$ cat src/verilog/fifo_flag_pkg.sv
// constants for the fifo status flag register block
// assumes a 32-bit classic wishbone slave on a single clock
package fifo_flag_pkg;
  // ---------------------------------------------------------------
  // register offsets (byte addresses)
  // ---------------------------------------------------------------
  localparam logic [3:0] status_enable_addr = 4'h0;
  localparam logic [3:0] occupancy_addr     = 4'h4;
  // ---------------------------------------------------------------
  // flag bit positions in the status half, the enable shift and the direction bit
  // ---------------------------------------------------------------
  localparam int rx_not_empty_bit  = 0;
  localparam int rx_half_full_bit  = 1;
  localparam int rx_full_bit       = 2;
  localparam int rx_overflow_bit   = 3;
  localparam int tx_empty_bit      = 8;
  localparam int tx_half_empty_bit = 9;
  localparam int enable_shift      = 16;
  localparam int direction_bit     = 31;
  // ---------------------------------------------------------------
  // writable fields and reset values
  // ---------------------------------------------------------------
  localparam logic [15:0] enable_mask     = 16'h030f;
  localparam logic [15:0] enable_reset    = 16'h0000;
  localparam logic        direction_reset = 1'b0;
  // ---------------------------------------------------------------
  // default fifo depth
  // ---------------------------------------------------------------
  localparam int default_depth = 32;
endpackage

$ cat src/verilog/flag_decode.sv
// combinational-free decoder of occupancy into registered flag levels
// assumes occupancy comes from logic on the same clock
module flag_decode #(
  parameter int depth = fifo_flag_pkg::default_depth
) (
  input  wire logic                       clk_i,       // clock
  input  wire logic                       rst_i,       // sync reset
  input  wire logic [$clog2(depth+1)-1:0] count_i,     // messages held
  output logic                            empty_o,     // none held
  output logic                            full_o,      // every slot held
  output logic                            low_half_o,  // at or below half
  output logic                            high_half_o  // at or above half
);
  localparam logic [$clog2(depth+1)-1:0] half = ($clog2(depth+1))'(depth / 2);
  localparam logic [$clog2(depth+1)-1:0] all  = ($clog2(depth+1))'(depth);

  logic nxt_empty, nxt_full, nxt_low, nxt_high;
  logic empty_ff, full_ff, low_ff, high_ff;

  always_comb
  begin
    nxt_empty = (count_i == '0);
    nxt_full  = (count_i == all);
    nxt_low   = (count_i <= half);
    nxt_high  = (count_i >= half);
  end

  always_ff @(posedge clk_i)
  begin
    if (rst_i)
    begin
      empty_ff <= 1'b1;
      full_ff  <= 1'b0;
      low_ff   <= 1'b1;
      high_ff  <= 1'b0;
    end
    else
    begin
      empty_ff <= nxt_empty;
      full_ff  <= nxt_full;
      low_ff   <= nxt_low;
      high_ff  <= nxt_high;
    end
  end

  assign empty_o     = empty_ff;
  assign full_o      = full_ff;
  assign low_half_o  = low_ff;
  assign high_half_o = high_ff;
endmodule

$ cat src/verilog/can_fifo_status_flags.sv
// status flag and interrupt enable register of one can message fifo
// assumes occupancy and overflow event come from logic on clk_i
// How it works
// - in transmit mode the half-empty flag is set while occupancy is at or below half.
// - in transmit mode the empty flag is set only while no message is queued.
// - in receive mode the overflow flag is set once an overflow event occurs.
// - in receive mode the full flag is set exactly while every slot is used.
// - in receive mode the half-full flag is set while occupancy is at or above half.
// - in receive mode the not-empty flag is set while at least one message is held.
// - flags of the direction not selected read as zero.
// - bits seven to four are unimplemented and read zero.
// - the live flags are read-only except overflow, which a zero written to bit 3 clears.
// - the upper half holds one writable enable per flag that gates its request.
module can_fifo_status_flags #(
  parameter int depth = fifo_flag_pkg::default_depth
) (
  input  wire logic                       clk_i,         // clock, 10 mhz
  input  wire logic                       rst_i,         // sync reset, high
  input  wire logic [3:0]                 adr_i,         // wishbone byte address
  input  wire logic [31:0]                dat_i,         // wishbone write data
  input  wire logic [3:0]                 sel_i,         // wishbone byte lanes
  input  wire logic                       we_i,          // wishbone write
  input  wire logic                       cyc_i,         // wishbone cycle
  input  wire logic                       stb_i,         // wishbone strobe
  input  wire logic [$clog2(depth+1)-1:0] count_i,       // fifo occupancy
  input  wire logic                       overflow_i,    // overflow event pulse
  output logic [31:0]                     dat_o,         // wishbone read data
  output logic                            ack_o,         // wishbone ack
  output logic                            direction_is_transmit_o, // direction bit
  output logic                            flag_request_o // enabled flag pending
);
  // ---------------------------------------------------------------
  // occupancy decode
  // ---------------------------------------------------------------
  logic occ_empty, occ_full, occ_low, occ_high;

  flag_decode #(
    .depth (depth)
  ) u_decode (
    .clk_i       (clk_i),
    .rst_i       (rst_i),
    .count_i     (count_i),
    .empty_o     (occ_empty),
    .full_o      (occ_full),
    .low_half_o  (occ_low),
    .high_half_o (occ_high)
  );

  // ---------------------------------------------------------------
  // state
  // ---------------------------------------------------------------
  logic        dir_ff, nxt_dir;
  logic [15:0] enable_ff, nxt_enable;
  logic        ovfl_ff, nxt_ovfl;
  logic        ack_ff, nxt_ack;
  logic [31:0] rdata_ff, nxt_rdata;
  logic        req_ff, nxt_req;
  logic [15:0] flags;
  logic        access;
  logic        wr_status;

  function automatic logic [31:0] lane_merge(input logic [31:0] old_v,
                                             input logic [31:0] new_v,
                                             input logic [3:0]  lanes);
    logic [31:0] r;
    r = old_v;
    for (int i = 0; i < 4; i++)
    begin
      if (lanes[i])
        r[i*8 +: 8] = new_v[i*8 +: 8];
    end
    return r;
  endfunction

  // ---------------------------------------------------------------
  // live flags
  // ---------------------------------------------------------------
  always_comb
  begin
    flags = 16'h0000; // bits 7:4 and the rest stay zero
    if (dir_ff)
    begin
      flags[fifo_flag_pkg::tx_half_empty_bit] = occ_low;
      flags[fifo_flag_pkg::tx_empty_bit]      = occ_empty;
    end
    else
    begin
      flags[fifo_flag_pkg::rx_overflow_bit]  = ovfl_ff;
      flags[fifo_flag_pkg::rx_full_bit]      = occ_full;
      flags[fifo_flag_pkg::rx_half_full_bit] = occ_high;
      flags[fifo_flag_pkg::rx_not_empty_bit] = ~occ_empty;
    end
  end

  // ---------------------------------------------------------------
  // bus decode
  // ---------------------------------------------------------------
  logic rd_access;

  function automatic logic addr_hit(input logic [3:0] adr,
                                    input logic [3:0] offset);
    return adr == offset;
  endfunction

  always_comb
  begin
    // ack high blocks a second take of the same request
    access    = cyc_i & stb_i & ~ack_ff;
    wr_status = access & we_i & addr_hit(adr_i, fifo_flag_pkg::status_enable_addr);
    rd_access = access & ~we_i;
  end

  // ---------------------------------------------------------------
  // direction and interrupt enables
  // ---------------------------------------------------------------
  always_comb
  begin
    logic [31:0] merged;
    merged     = 32'h0000_0000;
    nxt_dir    = dir_ff;
    nxt_enable = enable_ff;
    if (wr_status)
    begin
      // untouched lanes keep their old bits
      merged     = lane_merge({dir_ff, 15'h0000, 16'h0000} |
                              {16'h0000, enable_ff} << fifo_flag_pkg::enable_shift,
                              dat_i, sel_i);
      nxt_enable = merged[31:16] & fifo_flag_pkg::enable_mask;
      nxt_dir    = merged[fifo_flag_pkg::direction_bit];
    end
  end

  always_ff @(posedge clk_i)
  begin
    if (rst_i)
    begin
      dir_ff    <= fifo_flag_pkg::direction_reset;
      enable_ff <= fifo_flag_pkg::enable_reset;
    end
    else
    begin
      dir_ff    <= nxt_dir;
      enable_ff <= nxt_enable;
    end
  end

  // ---------------------------------------------------------------
  // sticky overflow
  // ---------------------------------------------------------------
  always_comb
  begin
    nxt_ovfl = ovfl_ff;
    // a zero at bit 3 of lane 0 clears; a same-cycle event wins in receive mode only
    if (wr_status && sel_i[0] && !dat_i[fifo_flag_pkg::rx_overflow_bit])
      nxt_ovfl = 1'b0;
    if (overflow_i && !dir_ff)
      nxt_ovfl = 1'b1;
  end

  always_ff @(posedge clk_i)
  begin
    if (rst_i)
      ovfl_ff <= 1'b0;
    else
      ovfl_ff <= nxt_ovfl;
  end

  // ---------------------------------------------------------------
  // bus answer
  // ---------------------------------------------------------------
  always_comb
  begin
    nxt_ack   = access;
    nxt_rdata = 32'h0000_0000;
    if (rd_access)
    begin
      if (addr_hit(adr_i, fifo_flag_pkg::status_enable_addr))
        nxt_rdata = {enable_ff & ~(16'h8000), flags};
      else if (addr_hit(adr_i, fifo_flag_pkg::occupancy_addr))
        nxt_rdata = {dir_ff, 31'(count_i)};
      else
        nxt_rdata = 32'h0000_0000; // unmapped reads give zero
    end
  end

  always_ff @(posedge clk_i)
  begin
    if (rst_i)
    begin
      ack_ff   <= 1'b0;
      rdata_ff <= 32'h0000_0000;
    end
    else
    begin
      ack_ff   <= nxt_ack;
      rdata_ff <= nxt_rdata;
    end
  end

  // ---------------------------------------------------------------
  // enable-gated flag request
  // ---------------------------------------------------------------
  always_comb
  begin
    nxt_req = |(enable_ff & flags);
  end

  always_ff @(posedge clk_i)
  begin
    if (rst_i)
      req_ff <= 1'b0;
    else
      req_ff <= nxt_req;
  end

  // ---------------------------------------------------------------
  // outputs, all straight from flip-flops
  // ---------------------------------------------------------------
  assign dat_o                   = rdata_ff;
  assign ack_o                   = ack_ff;
  assign direction_is_transmit_o = dir_ff;
  assign flag_request_o          = req_ff;
endmodule

$ cat config.mk
export PLATFORM = sky130hd
export DESIGN_NAME = can_fifo_status_flags
export DESIGN_NICKNAME = d
export VERILOG_FILES = /design/src/verilog/fifo_flag_pkg.sv /design/src/verilog/flag_decode.sv /design/src/verilog/can_fifo_status_flags.sv
export SDC_FILE = /design/constraint.sdc
export NUM_CORES = 1
export LEC_CHECK = 0
export BUFFER_PORTS_ARGS = -buffer_cell sky130_fd_sc_hd__buf_2
export CAP_MARGIN = 40
export CORE_MARGIN = 8
export CORE_UTILIZATION = 40
export CTS_CLUSTER_SIZE = 16
export DETAILED_ROUTE_END_ITERATION = 10
export GPL_ROUTABILITY_DRIVEN = 1
export PLACE_DENSITY = 0.8
export SYNTH_ARGS = -nofsm -noshare
export SYNTH_HDL_FRONTEND = slang
export SYNTH_SLANG_ARGS = --single-unit
export TNS_END_PERCENT = 10
$ cat constraint.sdc
create_clock -name clk_i -period 1.55 [get_ports clk_i]
set_clock_uncertainty 0.1 [all_clocks]
set_input_delay 0 -clock clk_i [delete_from_list [all_inputs] [get_ports clk_i]]
set_output_delay 0 -clock clk_i [all_outputs]
set_load 0.05 [all_outputs]
## Yosys cells after proc, flatten, opt, wreduce, memory -nomap -nowiden

Index checks and enable logic that the tools add are counted.

| storage, ports and cells | value |
|---|---|
| register bits after elaboration | 46 |
| input port bits | 52 |
| output and inout port bits | 35 |
| word-level logic and storage cells | 49 |

| operators by class | value |
|---|---|
| $lt $le $gt $ge | 2 |
| equality and inequality tests | 2 |
| multiplexer cells | 8 |
| bitwise gates (word level) | 12 |
| reduce and logical (&&, ||, !) cells | 12 |

Operators with widths:

| cell | count |
|---|---|
| $or A32 B26 Y32 | 1 |
| $mux W26 | 1 |
| $reduce_or A16 Y1 | 1 |
| $and A10 B10 Y10 | 1 |
| $mux W4 | 2 |
| $mux W8 | 1 |
| $eq A6 B6 Y1 const B | 1 |
| $ge A6 B5 Y1 const B | 1 |
| $le A6 B5 Y1 const B | 1 |
| $logic_not A6 Y1 | 1 |
| $mux W6 | 1 |
| $and A1 B1 Y1 | 5 |
| $not A1 Y1 | 5 |
| $eq A4 B3 Y1 const B | 1 |
| $logic_not A4 Y1 | 1 |
| $reduce_or A4 Y1 | 1 |
| $logic_and A1 B1 Y1 | 3 |
| $reduce_or A3 Y1 | 1 |
| $logic_not A1 Y1 | 2 |
| $mux W1 | 2 |
| $mux W2 | 1 |
| $reduce_bool A2 Y1 | 1 |
| $reduce_or A2 Y1 | 1 |

## Depth between registers and ports, before layout

| depth | value |
|---|---|
| depth after elaboration | 8 |
| depth in mapped cells | 5 |
| mapped depth without buffers | 3 |

## Hierarchy

A second synthesis with hierarchy kept.

| second synthesis, totals | value |
|---|---|
| cell total of the unflattened synthesis | 125 |
| area, all modules | 1262.5 um^2 |

By module, submodules not included:

| module | times used | cells an instance | area each (um^2) |
|---|---|---|---|
| can_fifo_status_flags | 1 | 113 | 1122.3 |
| flag_decode | 1 | 12 | 140.1 |

## Least setup slack after synthesis

OpenSTA, ideal clock, no wires.

| timing | value |
|---|---|
| path type | register -> register |
| start | register ack_ff (netlist: ack_o) |
| end | register enable_ff[0] |
| arrival | 1452 ps |
| required time | 1378 ps |
| slack | -74 ps |
| cell stages (with the launch flop) | 4 |
| period minus slack after synthesis | 1624 ps |
| cells stage by stage | dfxtp_1 -> nand3b_1 -> nor4_4 -> mux2i_1 |

| between the ends | value |
|---|---|
| word-level cells in the longest chain between the ends | 4 |

RTL lines:

| what | RTL line | source |
|---|---|---|
| start, declared | can_fifo_status_flags.sv:55 | `logic ack_ff, nxt_ack;` |
| start signal, assigned | can_fifo_status_flags.sv:195 | `ack_ff <= nxt_ack;` |
| $not A1 Y1 | can_fifo_status_flags.sv:108 | `access = cyc_i & stb_i & ~ack_ff;` |
| $and A1 B1 Y1 | can_fifo_status_flags.sv:108 |  |
| $and A1 B1 Y1 (2 in a row) | can_fifo_status_flags.sv:109 | `wr_status = access & we_i & addr_hit(adr_i, fifo_flag_pkg::status_enable_addr);` |
| end signal, assigned | can_fifo_status_flags.sv:138 | `enable_ff <= fifo_flag_pkg::enable_reset;` |
| end signal, assigned | can_fifo_status_flags.sv:143 | `enable_ff <= nxt_enable;` |
| end, declared | can_fifo_status_flags.sv:53 | `logic [15:0] enable_ff, nxt_enable;` |

No other way between the ends.
A chain may end at the register's enable or synchronous reset.

## Worst setup path in the final report

| timing | value |
|---|---|
| start | register ack_ff (netlist: ack_o) |
| end | register rdata_ff[1] (netlist: dat_o[1]) |

| between the ends | value |
|---|---|
| word-level cells in the longest chain between the ends | 5 |

RTL lines:

| what | RTL line | source |
|---|---|---|
| $not A1 Y1 | can_fifo_status_flags.sv:108 |  |
| $and A1 B1 Y1 | can_fifo_status_flags.sv:108 |  |
| $and A1 B1 Y1 | can_fifo_status_flags.sv:110 | `rd_access = access & ~we_i;` |
| $not A1 Y1 (no source line) | - |  |
| $reduce_or A2 Y1 (no source line) | - |  |
| end signal, assigned | can_fifo_status_flags.sv:196 | `rdata_ff <= nxt_rdata;` |
| end, declared | can_fifo_status_flags.sv:56 | `logic [31:0] rdata_ff, nxt_rdata;` |

No other way between the ends.

==> reports/summary.txt <==
CTS HTree Levels = 2
Sw Ratio = 27.1%
Netlist cell types = 27
P_int = 0.00110 W
Post-synth EDFFs = 0
area delta synth->final = 43.8%
DRT antenna net count = 0
leak pwr = 0.824 nW
reg-to-reg startpoint = ack_o$_SDFF_PP0_
met1 GRT Util = 12.4%
Placer Congestion = 0.786
Main synth FF type = dfxtp_1
Avg Cell Area, Syn = 9.88 sq um
post-route cell area = 1730 sq um
proportion of layout cells with a drive suffix above 1 = 31.5%
CP Launch Type = flop
pre-CTS setup slack = 95.5 ps
sequential cell area = 584 sq um
Tmin final = 1470 ps
worst setup path start = ack_o$_SDFF_PP0_
post-place instance area = 1410 sq um
port buffer count = 44
CTS tree = built
worst path arrival time = 1620 ps
Max Fclk = 0.678 GHz
Synth warnings = 0
CP Class = flop to flop
worst-skew pair later-pin latency = 310 ps
hold_sp = rst_i
drt wl/cell = 12.8 microns
GRT met2 Usage = 18.5%
final hold viol count = 0
largest cells by area after synthesis = dfxtp_1, buf_4, mux2i_1
CTS Root Cell = clkbuf_4
Synth Instances = 122
post-synth top area share = 48.2%
Setup crit end kind = flop
clock input transition at the sequential cells of the worst setup and hold paths = 90 ps
Largest register FFs = 15
Initial Utilization = 40.8%
Seq pwr share = 50.1%
HP Class = input pin to flop
Clock power frac = 33.6%
via count = 1,059
ant diodes = 0
initial antenna violation count = 0
GR Util All Layers = 11.6%
Site Rows = 20
GRT busiest layer = met2
run status = finished clean
met3 Track Usage GR = 5.37%
num ports = 87
final worst slack = 76.1 ps
vias per std cell = 4.60
Crit Path Max Fanout = 4
core area = 2950 sq um
vias in the first global route = 1,048
Switch Pwr = 0.000411 W
Critical Path RT = 1700 ps
TritonCTS Buffers = 5
RSZ-0062 raised after global routing = false
Yosys top cell by area = dfxtp_1
overall routed net length = 2950 microns
sequential area share after synthesis = 48.2%
PD cells = 873 nW/um^2
die height = 70.9 microns
post-CTS setup buffers = 0
Tcrit/Tclk final = 95.1%
largest net degree at the start of global routing = 16
Fill cells = 246
initial DRC count = 56
register bit total from synthesis = 29
GRT overflow = 0
# DRC = 0
clk buf depth = 2
first-pass GRT wire length = 4680 microns
synthesized area = 1200 sq um
multi-input logic area = 527 sq um
list of most frequent post-synthesis cells = dfxtp_1, buf_4, nand2_1, nor2_1, mux2i_1
Comb power frac = 16.3%
nets = 248
final max-slew violation count = 0
total die area = 5020 sq um
ys async rst share = 0%
Sink Count = 29
Die Wd = 70.9 microns
# setup viols final = 0
dpl hpwl = 2070 microns
drt pass-1 iters = 4
VDD IR-drop max = 0.388 mV
Max Cap Viol = 0
top-count cell post-synth = dfxtp_1
-- power groups by stage --
stage,clock (W),combinational [W],sequential (W)
after floorplan,0,0.000173,0.000779
after global placement,0,0.000191,0.000775
after detailed placement,0,0.000193,0.000775
after CTS,0.000519,0.000240,0.000758
after global routing,0.000555,0.000262,0.000759
final,0.000508,0.000246,0.000758
-- final timing paths --
kind / end / slack, ps / depth (start not counted)
worst max-delay path: dat_o[1]$_SDFF_PP0_ / 80 / 4
worst min-delay path: dat_o[16]$_SDFF_PP0_ / 30 / 3
worst max register to register: dat_o[1]$_SDFF_PP0_ / 80 / 4
worst min register to register: enable_ff[0]$_SDFFE_PP0P_ / 380 / 2
-- critical path, stage by stage, from the launching register on --
cell and delay, ps:
dfxtp_4 340, nand3b_1 250, buf_4 210, or3_4 380, nor2_1 120
-- per-layer routing --
layer  wire (microns)  up-vias
li1                 -      526
met2             1350       50
met1             1240      478
met4               59        0
met3              292        5
met5                0        -
-- per-stage QoR --
step	std cells	power (W)	util (%)	hold WS (ps)	TNS [ps]
after CTS	230	0.00152	58.6	7.76	0
after global routing	230	0.00158	58.7	25.4	0
after detailed placement	197	0.000968	47.8	130	0
after floorplan	138	0.000952	-	-23.3	-41.1
after global placement	197	0.000966	47.8	121	0
final	230	0.00151	58.7	26.1	0
-- cell type report --
| class | instances | share of cell area [%] |
|---|---|---|
| multi-input cells | 84 | 30.4 |
| flip-flops and latches | 29 | 33.7 |
| clock inverters | 1 | 0.289 |
| repair buffers | 72 | 28.6 |
| clock buffers | 7 | 3.75 |
| inverters | 4 | 0.866 |
| well taps | 33 | 2.38 |
-- cell families after synthesis --
| group | count (synthesis) | share of synthesized area (%) |
|---|---|---|
| flops | 29 | 48.2 |
| buf+inv | 25 | 13.1 |
| other cells | 1 | 0.311 |
| mux | 7 | 5.82 |
| compound gates | 13 | 7.37 |
| simple gates | 47 | 25.2 |
-- layout by cell type (no fill, tap or decap), types with 2 or more instances in the layout --
cell type and instances:
buf_2 43, dfxtp_1 28, dlygate4sd3_1 25, conb_1 17, nand2_1 14, nor2_1 8
mux2i_1 7, and2_1 6, clkbuf_4 6, and3_1 5, inv_1 4, a21oi_1 4
a22oi_1 4, nand2b_1 3, nor4_4 3, buf_4 3, or3_4 2, clkbuf_8 2
-- what timing repair did --
action                                 CTS  global route
gates resized for setup                  0             1
hold buffers                            25             0
setup endpoints to repair                0            13
endpoints found under the hold margin   21             0
Note: power is estimated with default switching activity, not from simulation.
